### config.mk
export PLATFORM = sky130hd
export DESIGN_NAME = bsw_top
export DESIGN_NICKNAME = d
export VERILOG_FILES = /design/src/shared/bsw_pkg.sv /design/src/hdl/bsw_fifo.sv /design/src/hdl/bsw_top.sv
export SDC_FILE = /design/constraint.sdc
export NUM_CORES = 2
export LEC_CHECK = 0
export BUFFER_PORTS_ARGS = -buffer_cell sky130_fd_sc_hd__buf_4
export CAP_MARGIN = 20
export CORE_ASPECT_RATIO = 0.75
export CORE_MARGIN = 10
export CORE_UTILIZATION = 62
export CTS_BUF_LIST = sky130_fd_sc_hd__clkbuf_4
export CTS_CLUSTER_SIZE = 14
export DETAILED_ROUTE_END_ITERATION = 10
export HOLD_SLACK_MARGIN = 0.05
export PLACE_DENSITY = 0.79
export SLEW_MARGIN = 5
export SYNTH_ARGS = -nofsm -noshare
export SYNTH_HDL_FRONTEND = slang
export SYNTH_HIERARCHICAL = 1
export SYNTH_SLANG_ARGS = --single-unit
### constraint.sdc
create_clock -name i_clk_sys -period 10.2 [get_ports i_clk_sys]
set_input_delay 2.04 -clock i_clk_sys [delete_from_list [all_inputs] [get_ports i_clk_sys]]
set_output_delay 2.04 -clock i_clk_sys [all_outputs]
set_load 0.005 [all_outputs]
### src/shared/bsw_pkg.sv
// constants and carrier types for the burst sram address and write control
package bsw_pkg;

  localparam int ADDR_W = 17;
  localparam int DATA_W = 32;
  localparam int LANES = 4;
  localparam int LANE_W = 8;
  localparam int BURST_W = 2;
  localparam int FIFO_DEPTH = 32;

  localparam int ADDR_LSB_POS = 0;
  localparam int ADDR_UPPER_POS = 2;

  localparam logic [ADDR_W-1:0] ADDR_RESET = 17'h00000;
  localparam logic [BURST_W-1:0] BURST_RESET = 2'h0;
  localparam logic [BURST_W-1:0] BURST_STEP_ONE = 2'h1;
  localparam logic [LANES-1:0] LANES_NONE = 4'h0;
  localparam logic [LANES-1:0] LANES_ALL = 4'hf;
  localparam logic [DATA_W-1:0] DATA_RESET = 32'h00000000;
  localparam logic [LANES-1:0] PARITY_RESET = 4'h0;

  // one write, as handed to the array side
  typedef struct packed {
    logic [ADDR_W-1:0] addr;
    logic [LANES-1:0] lanes;
    logic [LANES-1:0] parity;
    logic [DATA_W-1:0] data;
  } bsw_wr_cmd_type;

  localparam int WR_CMD_W = $bits(bsw_wr_cmd_type);

  // chip enable trio as sampled at the edge
  typedef struct packed {
    logic sel_a_n;
    logic sel_b;
    logic sel_c_n;
  } bsw_chip_sel_type;

  typedef enum logic [1:0] {
    BSW_IDLE,
    BSW_ACTIVE,
    BSW_STANDBY
  } bsw_state_type;

endpackage

### src/hdl/bsw_fifo.sv
// parameterised flip-flop fifo with valid and ready on both sides
`timescale 1ns/1ns
module bsw_fifo #(
  parameter int WIDTH = 8,
  parameter int DEPTH = 32
) (
  input wire logic i_clk_sys, // system clock
  input wire logic i_reset, // synchronous reset, active high
  input wire logic i_in_valid, // write side offers a word
  output logic o_in_ready, // room for a word
  input wire logic [WIDTH-1:0] i_in_data, // word to store
  output logic o_out_valid, // a word is available
  input wire logic i_out_ready, // drain side takes the word
  output logic [WIDTH-1:0] o_out_data, // oldest word
  output logic [$clog2(DEPTH):0] o_level // words held
);

  localparam int PTR_W = $clog2(DEPTH);
  localparam logic [PTR_W:0] DEPTH_C = (PTR_W+1)'(DEPTH);
  localparam logic [PTR_W:0] ONE_C = (PTR_W+1)'(1);

  logic [WIDTH-1:0] mem_reg [DEPTH];
  logic [PTR_W-1:0] wr_ptr_reg, wr_ptr_next;
  logic [PTR_W-1:0] rd_ptr_reg, rd_ptr_next;
  logic [PTR_W:0] count_reg, count_next;
  logic in_ready_reg, in_ready_next;
  logic out_valid_reg, out_valid_next;
  logic push, pop;

  assign push = i_in_valid & in_ready_reg;
  assign pop = i_out_ready & out_valid_reg;

  always_comb begin
    wr_ptr_next = push ? wr_ptr_reg + 1'b1 : wr_ptr_reg;
    rd_ptr_next = pop ? rd_ptr_reg + 1'b1 : rd_ptr_reg;
    count_next = count_reg;
    if (push && !pop) begin
      count_next = count_reg + ONE_C;
    end else if (pop && !push) begin
      count_next = count_reg - ONE_C;
    end
    // flags registered so that full and empty are honest at the ports
    in_ready_next = (count_next != DEPTH_C);
    out_valid_next = (count_next != '0);
  end

  always_ff @(posedge i_clk_sys) begin
    if (i_reset) begin
      wr_ptr_reg <= '0;
      rd_ptr_reg <= '0;
      count_reg <= '0;
      in_ready_reg <= 1'b0;
      out_valid_reg <= 1'b0;
    end else begin
      wr_ptr_reg <= wr_ptr_next;
      rd_ptr_reg <= rd_ptr_next;
      count_reg <= count_next;
      in_ready_reg <= in_ready_next;
      out_valid_reg <= out_valid_next;
    end
  end

  genvar e;
  generate
    for (e = 0; e < DEPTH; e++) begin : g_entry
      always_ff @(posedge i_clk_sys) begin
        if (push && wr_ptr_reg == PTR_W'(e)) begin
          mem_reg[e] <= i_in_data;
        end
      end
    end
  endgenerate

  assign o_in_ready = in_ready_reg;
  assign o_out_valid = out_valid_reg;
  assign o_out_data = mem_reg[rd_ptr_reg];
  assign o_level = count_reg;

endmodule

### src/hdl/bsw_top.sv
// address capture, burst counter and write qualification of a burst cache sram
// Summary of operation
// - controller strobe low at edge loads all seventeen address bits.
// - processor strobe low at edge loads all seventeen address bits.
// - any address load also preloads burst counter with two low bits.
// - both strobes low: processor strobe honoured, unless chip select a is high, when the controller strobe acts.
// - processor strobe ignored while chip select a is high.
// - upper address taken only when selected and a strobe is low.
// - lane selects 0..3 govern bytes 0..3 and parity bits 0..3.
// - byte write needs byte write enable low, qualifying the lane selects.
// - advance low at edge steps burst counter in selected order.
// - burst order input high means interleaved, low means linear.
// - burst counter is two bits, wraps within four locations.
// - chip selects sampled on clock; output enable acts without clock.
// - writes captured at the edge and finished internally, no pulse needed.
// - global write low writes all lanes, overriding byte writes.
// - selected only when a low, b high, c low at the edge.
// - data driven only with output enable low and no write cycle.
// - snooze high ignores all other inputs and holds contents.
`timescale 1ns/1ns
module bsw_top (
  input wire logic i_clk_sys, // system clock, 50 MHz
  input wire logic i_reset, // synchronous reset, active high
  input wire logic [bsw_pkg::ADDR_W-1:0] i_addr, // address inputs
  input wire logic i_ctrl_addr_strobe_n, // controller address strobe
  input wire logic i_proc_addr_strobe_n, // processor address strobe
  input wire logic i_burst_advance_n, // burst advance
  input wire logic i_byte_write_enable_n, // byte write enable
  input wire logic [bsw_pkg::LANES-1:0] i_byte_lane_select_n, // byte lane selects
  input wire logic i_global_write_n, // global write
  input wire logic i_chip_sel_a_n, // chip select a
  input wire logic i_chip_sel_b, // chip select b
  input wire logic i_chip_sel_c_n, // chip select c
  input wire logic i_output_enable_n, // asynchronous output enable
  input wire logic i_snooze, // low power standby
  input wire logic i_burst_order, // high interleaved, low linear
  input wire logic [bsw_pkg::DATA_W-1:0] i_dq, // data pins, input side
  output logic [bsw_pkg::DATA_W-1:0] o_dq, // data pins, output side
  output logic o_dq_oe_n, // data pin drive, low drives
  input wire logic [bsw_pkg::LANES-1:0] i_parity_io, // parity pins, input side
  output logic [bsw_pkg::LANES-1:0] o_parity_io, // parity pins, output side
  output logic o_parity_io_oe_n, // parity pin drive, low drives
  output logic [bsw_pkg::ADDR_W-1:0] o_rd_addr, // array read address
  output logic o_rd_valid, // read address is live
  input wire logic [bsw_pkg::DATA_W-1:0] i_rd_data, // array read data
  input wire logic [bsw_pkg::LANES-1:0] i_rd_parity, // array read parity
  output logic o_wr_valid, // write command offered to the array
  input wire logic i_wr_ready, // array takes the write command
  output logic [bsw_pkg::ADDR_W-1:0] o_wr_addr, // write address
  output logic [bsw_pkg::LANES-1:0] o_wr_lanes, // lanes to write
  output logic [bsw_pkg::DATA_W-1:0] o_wr_data, // write data
  output logic [bsw_pkg::LANES-1:0] o_wr_parity, // write parity
  output logic o_wr_accept, // write queue has room
  output logic o_wr_dropped, // a write was lost to a full queue
  output logic o_selected, // device selected
  output logic o_standby, // in snooze standby
  output logic [bsw_pkg::BURST_W-1:0] o_burst_index // current burst offset
);

  ////////////////////////////////////////////////////////////////////////////
  // sampled controls

  bsw_pkg::bsw_chip_sel_type cs;
  logic selected;
  logic proc_go;
  logic ctrl_go;
  logic load;
  logic advance;
  logic byte_wr;
  logic global_wr;
  logic [bsw_pkg::LANES-1:0] lane_mask;

  assign cs = '{sel_a_n: i_chip_sel_a_n, sel_b: i_chip_sel_b, sel_c_n: i_chip_sel_c_n};

  assign selected = !cs.sel_a_n && cs.sel_b && !cs.sel_c_n;

  assign proc_go = !i_snooze && !i_proc_addr_strobe_n && !cs.sel_a_n;
  assign ctrl_go = !i_snooze && !i_ctrl_addr_strobe_n && !proc_go;
  assign load = (proc_go || ctrl_go) && selected;
  assign advance = !i_snooze && !i_burst_advance_n && !load;

  assign global_wr = !i_global_write_n;
  assign byte_wr = !i_byte_write_enable_n;

  genvar l;
  generate
    for (l = 0; l < bsw_pkg::LANES; l++) begin : g_lane
      assign lane_mask[l] = global_wr || (byte_wr && !i_byte_lane_select_n[l]);
    end
  endgenerate

  ////////////////////////////////////////////////////////////////////////////
  // address register and burst counter

  bsw_pkg::bsw_state_type state_reg, state_next;
  logic [bsw_pkg::ADDR_W-1:0] addr_reg, addr_next;
  logic [bsw_pkg::BURST_W-1:0] start_reg, start_next;
  logic [bsw_pkg::BURST_W-1:0] step_reg, step_next;
  logic [bsw_pkg::BURST_W-1:0] burst_low;
  logic [bsw_pkg::ADDR_W-1:0] cur_addr;

  assign burst_low = i_burst_order ? (start_reg ^ step_reg) : (start_reg + step_reg);
  assign cur_addr = {addr_reg[bsw_pkg::ADDR_W-1:bsw_pkg::ADDR_UPPER_POS], burst_low};

  always_comb begin
    state_next = state_reg;
    addr_next = addr_reg;
    start_next = start_reg;
    step_next = step_reg;
    case (state_reg)
      bsw_pkg::BSW_STANDBY: begin
        if (!i_snooze) begin
          state_next = bsw_pkg::BSW_IDLE;
        end
      end
      default: begin
        if (i_snooze) begin
          state_next = bsw_pkg::BSW_STANDBY;
        end else if (load) begin
          addr_next = i_addr;
          start_next = i_addr[bsw_pkg::ADDR_LSB_POS +: bsw_pkg::BURST_W];
          step_next = bsw_pkg::BURST_RESET;
          state_next = bsw_pkg::BSW_ACTIVE;
        end else if (proc_go || ctrl_go) begin
          // strobe seen while not selected ends the access
          state_next = bsw_pkg::BSW_IDLE;
        end else if (advance) begin
          step_next = step_reg + bsw_pkg::BURST_STEP_ONE;
        end
      end
    endcase
  end

  always_ff @(posedge i_clk_sys) begin
    if (i_reset) begin
      state_reg <= bsw_pkg::BSW_IDLE;
      addr_reg <= bsw_pkg::ADDR_RESET;
      start_reg <= bsw_pkg::BURST_RESET;
      step_reg <= bsw_pkg::BURST_RESET;
    end else begin
      state_reg <= state_next;
      addr_reg <= addr_next;
      start_reg <= start_next;
      step_reg <= step_next;
    end
  end

  ////////////////////////////////////////////////////////////////////////////
  // write capture into the queue

  bsw_pkg::bsw_wr_cmd_type wr_cmd;
  bsw_pkg::bsw_wr_cmd_type q_out;
  logic wr_hit;
  logic q_in_ready;
  logic q_out_valid;
  logic q_out_ready;

  assign wr_hit = (state_reg == bsw_pkg::BSW_ACTIVE) && !i_snooze && !load && (lane_mask != bsw_pkg::LANES_NONE);
  assign wr_cmd = '{addr: cur_addr, lanes: lane_mask, parity: i_parity_io, data: i_dq};

  bsw_fifo #(
    .WIDTH(bsw_pkg::WR_CMD_W),
    .DEPTH(bsw_pkg::FIFO_DEPTH)
  ) u_wr_fifo (
    .i_clk_sys(i_clk_sys),
    .i_reset(i_reset),
    .i_in_valid(wr_hit),
    .o_in_ready(q_in_ready),
    .i_in_data(wr_cmd),
    .o_out_valid(q_out_valid),
    .i_out_ready(q_out_ready),
    .o_out_data(q_out),
    .o_level()
  );

  ////////////////////////////////////////////////////////////////////////////
  // array side output stage and status

  logic wr_valid_reg, wr_valid_next;
  bsw_pkg::bsw_wr_cmd_type wr_out_reg, wr_out_next;
  logic dropped_reg, dropped_next;
  logic wr_seen_reg, wr_seen_next;
  logic [bsw_pkg::DATA_W-1:0] dq_reg, dq_next;
  logic [bsw_pkg::LANES-1:0] par_reg, par_next;
  logic [bsw_pkg::ADDR_W-1:0] rd_addr_reg, rd_addr_next;
  logic rd_valid_reg, rd_valid_next;
  logic sel_reg, sel_next;
  logic standby_reg, standby_next;
  logic [bsw_pkg::BURST_W-1:0] index_reg, index_next;

  assign q_out_ready = !wr_valid_reg || i_wr_ready;

  always_comb begin
    wr_valid_next = wr_valid_reg;
    wr_out_next = wr_out_reg;
    if (q_out_ready) begin
      wr_valid_next = q_out_valid;
      wr_out_next = q_out;
    end
    dropped_next = wr_hit && !q_in_ready;
    wr_seen_next = wr_hit;
    dq_next = i_rd_data;
    par_next = i_rd_parity;
    rd_addr_next = (state_next == bsw_pkg::BSW_ACTIVE) ?
      {addr_next[bsw_pkg::ADDR_W-1:bsw_pkg::ADDR_UPPER_POS],
       (i_burst_order ? (start_next ^ step_next) : (start_next + step_next))} : rd_addr_reg;
    rd_valid_next = (state_next == bsw_pkg::BSW_ACTIVE) && !wr_hit;
    sel_next = (state_next == bsw_pkg::BSW_ACTIVE);
    standby_next = (state_next == bsw_pkg::BSW_STANDBY);
    index_next = step_next;
  end

  always_ff @(posedge i_clk_sys) begin
    if (i_reset) begin
      wr_valid_reg <= 1'b0;
      wr_out_reg <= '0;
      dropped_reg <= 1'b0;
      wr_seen_reg <= 1'b0;
      dq_reg <= bsw_pkg::DATA_RESET;
      par_reg <= bsw_pkg::PARITY_RESET;
      rd_addr_reg <= bsw_pkg::ADDR_RESET;
      rd_valid_reg <= 1'b0;
      sel_reg <= 1'b0;
      standby_reg <= 1'b0;
      index_reg <= bsw_pkg::BURST_RESET;
    end else begin
      wr_valid_reg <= wr_valid_next;
      wr_out_reg <= wr_out_next;
      dropped_reg <= dropped_next;
      wr_seen_reg <= wr_seen_next;
      dq_reg <= dq_next;
      par_reg <= par_next;
      rd_addr_reg <= rd_addr_next;
      rd_valid_reg <= rd_valid_next;
      sel_reg <= sel_next;
      standby_reg <= standby_next;
      index_reg <= index_next;
    end
  end

  ////////////////////////////////////////////////////////////////////////////
  // outputs

  assign o_wr_valid = wr_valid_reg;
  assign o_wr_addr = wr_out_reg.addr;
  assign o_wr_lanes = wr_out_reg.lanes;
  assign o_wr_data = wr_out_reg.data;
  assign o_wr_parity = wr_out_reg.parity;
  assign o_wr_accept = q_in_ready;
  assign o_wr_dropped = dropped_reg;
  assign o_dq = dq_reg;
  assign o_parity_io = par_reg;
  assign o_rd_addr = rd_addr_reg;
  assign o_rd_valid = rd_valid_reg;
  assign o_selected = sel_reg;
  assign o_standby = standby_reg;
  assign o_burst_index = index_reg;

  assign o_dq_oe_n = i_output_enable_n || wr_seen_reg || standby_reg;
  assign o_parity_io_oe_n = i_output_enable_n || wr_seen_reg || standby_reg;

endmodule

==> key figures <==
Route
  – Routed via count: 39,300
  – Drt via density: around 6.3
  – Drt wl/cell: between 20 and 30 um
  – DRC Markers: 0
  – WL final: 179,000 um
  – Antenna Nets Post-Route: 0
  – Pre-Repair DR Iteration Count: 5
  – 1st-iter DRT viols: approximately 4,900

Min path
  – HP Start: o_wr_data[29]
  – Hold WC Path Type: flip-flop to flip-flop

Yosys
  – Mapped cell area: 76,100 um2
  – Synth warn: 6
  – Syn_area_per_cell: 20.6 um2
  – Cells after Synth: about 3,700
  – Post-synth top flop: edfxtp_1
  – Net count after synthesis: 3,810
  – Synth Register Bits: 1,984
  – Synth cell types: a little under 60
  – Post-synth EDFFs: about 1,800
  – Seq/Total Area, Yosys: between 70% and 80%
  – Async SR Flop Fraction: 0%

Global route
  – Initial antenna violation count: 4
  – Largest net degree at the start of global routing: 114
  – Number of global-route vias before repair: 40,000
  – Grt ovf: 0
  – GRT Overall Usage: 26.1%
  – First-pass GRT wire length: 264,000 um

STA
  – Worst Skew: 0.0974 ns
  – Fin crit share: 47.1%
  – Fmax: between 200 and 250 MHz
  – Final setup viols: 0
  – RSZ-0062 raised after global routing: false
  – Final slew viol count: 0
  – TNS Setup: 0 ns
  – Final Hold Viols: 0
  – Max-slew headroom: 23.1%
  – Worst hold slack: 0.453 ns
  – Worst Max-Slew Pin Slew: 1.15 ns
  – Min Tclk post-route: 4.80 ns

Clock tree
  – Root Buffer: clkbuf_4
  – CTS tree: built
  – Clock Tree Buf Depth: 4
  – # Post-CTS Setup Buffers: 0
  – Num Clock Sinks: 1,984
  – Clk pin slew, worst setup/hold paths: 0.06 ns
  – Cts bufs inserted: roughly 460
  – Hold_buf cts: 0
  – CTS H-tree lvls: 5
  – Cts repair resizes: 0
  – Clk_lat worst skew: 1.34 ns

Worst setup path
  – WP data arrival: about 5.7 ns
  – Crit. End Element: flip-flop
  – Crit start category: primary input
  – Crit-path max FO: 48
  – Critical Path RT: 11.09 ns
  – R2r setup slk: 5.93 ns
  – Worst setup path class: primary input to flip-flop
  – Critical path launch point: i_snooze
  – FF-to-FF Start: state_reg[0]

Run status
  – Status: finished, final reports clean

Layout
  – Area grow syn2layout: 12.4%
  – Final core occ: 70.0%
  – Fin cells: 6,257
  – Max reg flops: roughly 1,800
  – Proportion of layout cells with a drive suffix above 1: 33.4%
  – Commonest cells after routing, fill and taps aside: edfxtp_1, clkbuf_4, mux4_2
  – Most common cell after layout, fill and taps aside: edfxtp_1
  – Filler cells: 7,293
  – Nets: 4,364

Pwr
  – VDD IR-drop max: 198 uV
  – Cell area power density: 210 nW/um2
  – Lkg Pwr: 26.7 nW

Placement
  – DP Cell Count: roughly 5,400
  – RePlAce Congestion: between 0.8 and 0.9
  – IO Port Bufs: 226
  – Detailed placement HPWL: 101,000 um

Floorplan
  – Initial Utilization: just over 60%
  – Die Span X: between 400 and 500 um
  – Die Ht: 323 um
  – Core Footprint: 122,000 um2
  – Rows: approximately 110
  – Die ar.: approximately 140,000 um2
  – I/O pins: 227

Run
  – # Max-Cap Violations: 0
==> where the power goes <==
part	leakage [nW]	internal (mW)	switching, mW
logic	5.96	1.23	1.50
registers	17.3	8.93	0.131
clock network	3.47	3.17	2.98
==> metrics by stage <==
stage | power, mW | worst slack, ns | cell area (um2)
finish | 17.9 | 5.40 | 85500
global placement | 11.9 | 4.17 | 79400
floorplan | 11.1 | 2.18 | 76100
global route | 18.7 | 5.35 | 85500
CTS | 18.1 | 5.50 | 85200
detailed placement | 12.0 | 4.13 | 79400
==> synth_stat cells, drive strengths merged, types with 2 or more instances <==
cell,instances,area (um2)
xor2,8,70.1
a311oi,2,23.8
o21ai,8,40.0
xnor2,7,61.3
nor2,70,263
inv,6,22.5
a211oi,20,160
mux4,399,8990
o221ai,57,800
mux2i,301,3010
nor3,8,40.0
ha,11,138
and2,19,119
a31oi,2,12.5
o31ai,3,27.5
a41oi,2,25.0
clkbuf,77,293
edfxtp,1824,54800
nor2b,103,644
a21oi,120,601
nand3,62,310
or3,3,18.8
dfxtp,160,3200
nand2,198,756
o22a,57,499
buf,133,923
and3,5,31.3
nand2b,6,37.5
nand4,5,31.3
==> layer usage <==
metal | vias to the layer above | global-route usage, % | wire length [um]
met4 | 0 | 10.3 | 6260
met2 | 2304 | 41.3 | 87900
met5 | - | 0 | 0
met1 | 20100 | 35.7 | 67700
li1 | 16500 | - | -
met3 | 343 | 5.90 | 17300
==> area by class of cell <==
class                   instances  area [um2]  area share (%)
well taps                    1638        2050            2.40
clock inverters               108         440           0.515
clock buffers                 714        5360            6.27
multi-input cells            1492       17100            20.0
repair buffers                304        2500            2.93
inverters                       6        23.8          0.0278
diodes                         11        27.5          0.0322
flip-flops and latches       1984       58000            67.8
==> critical path, cell delays in order <==
cell	delay [ns]
buf_4	0.16
or3b_2	0.50
a211oi_1	0.33
buf_4	0.24
nand2_2	0.15
nor2_1	0.35
nand2_1	0.25
nor3_2	0.82
buf_4	0.77
==> cell families after synthesis <==
kind of cell    share of synthesized area, %
compound gates                          2.96
xor+xnor                               0.173
fa+ha+maj                              0.181
buf+inv                                 1.63
flops                                   76.2
mux                                     15.8
simple gates                            3.06
==> worst paths after layout <==
check | cells past startpoint | end
setup reg to reg | 8 | u_wr_fifo/mem_reg[3][36]
setup / recovery | 9 | u_wr_fifo/mem_reg[3][36]
hold reg to reg | 2 | o_wr_data[29]
hold / removal | 2 | o_wr_data[29]
Note: power is estimated with default switching activity, not from simulation.
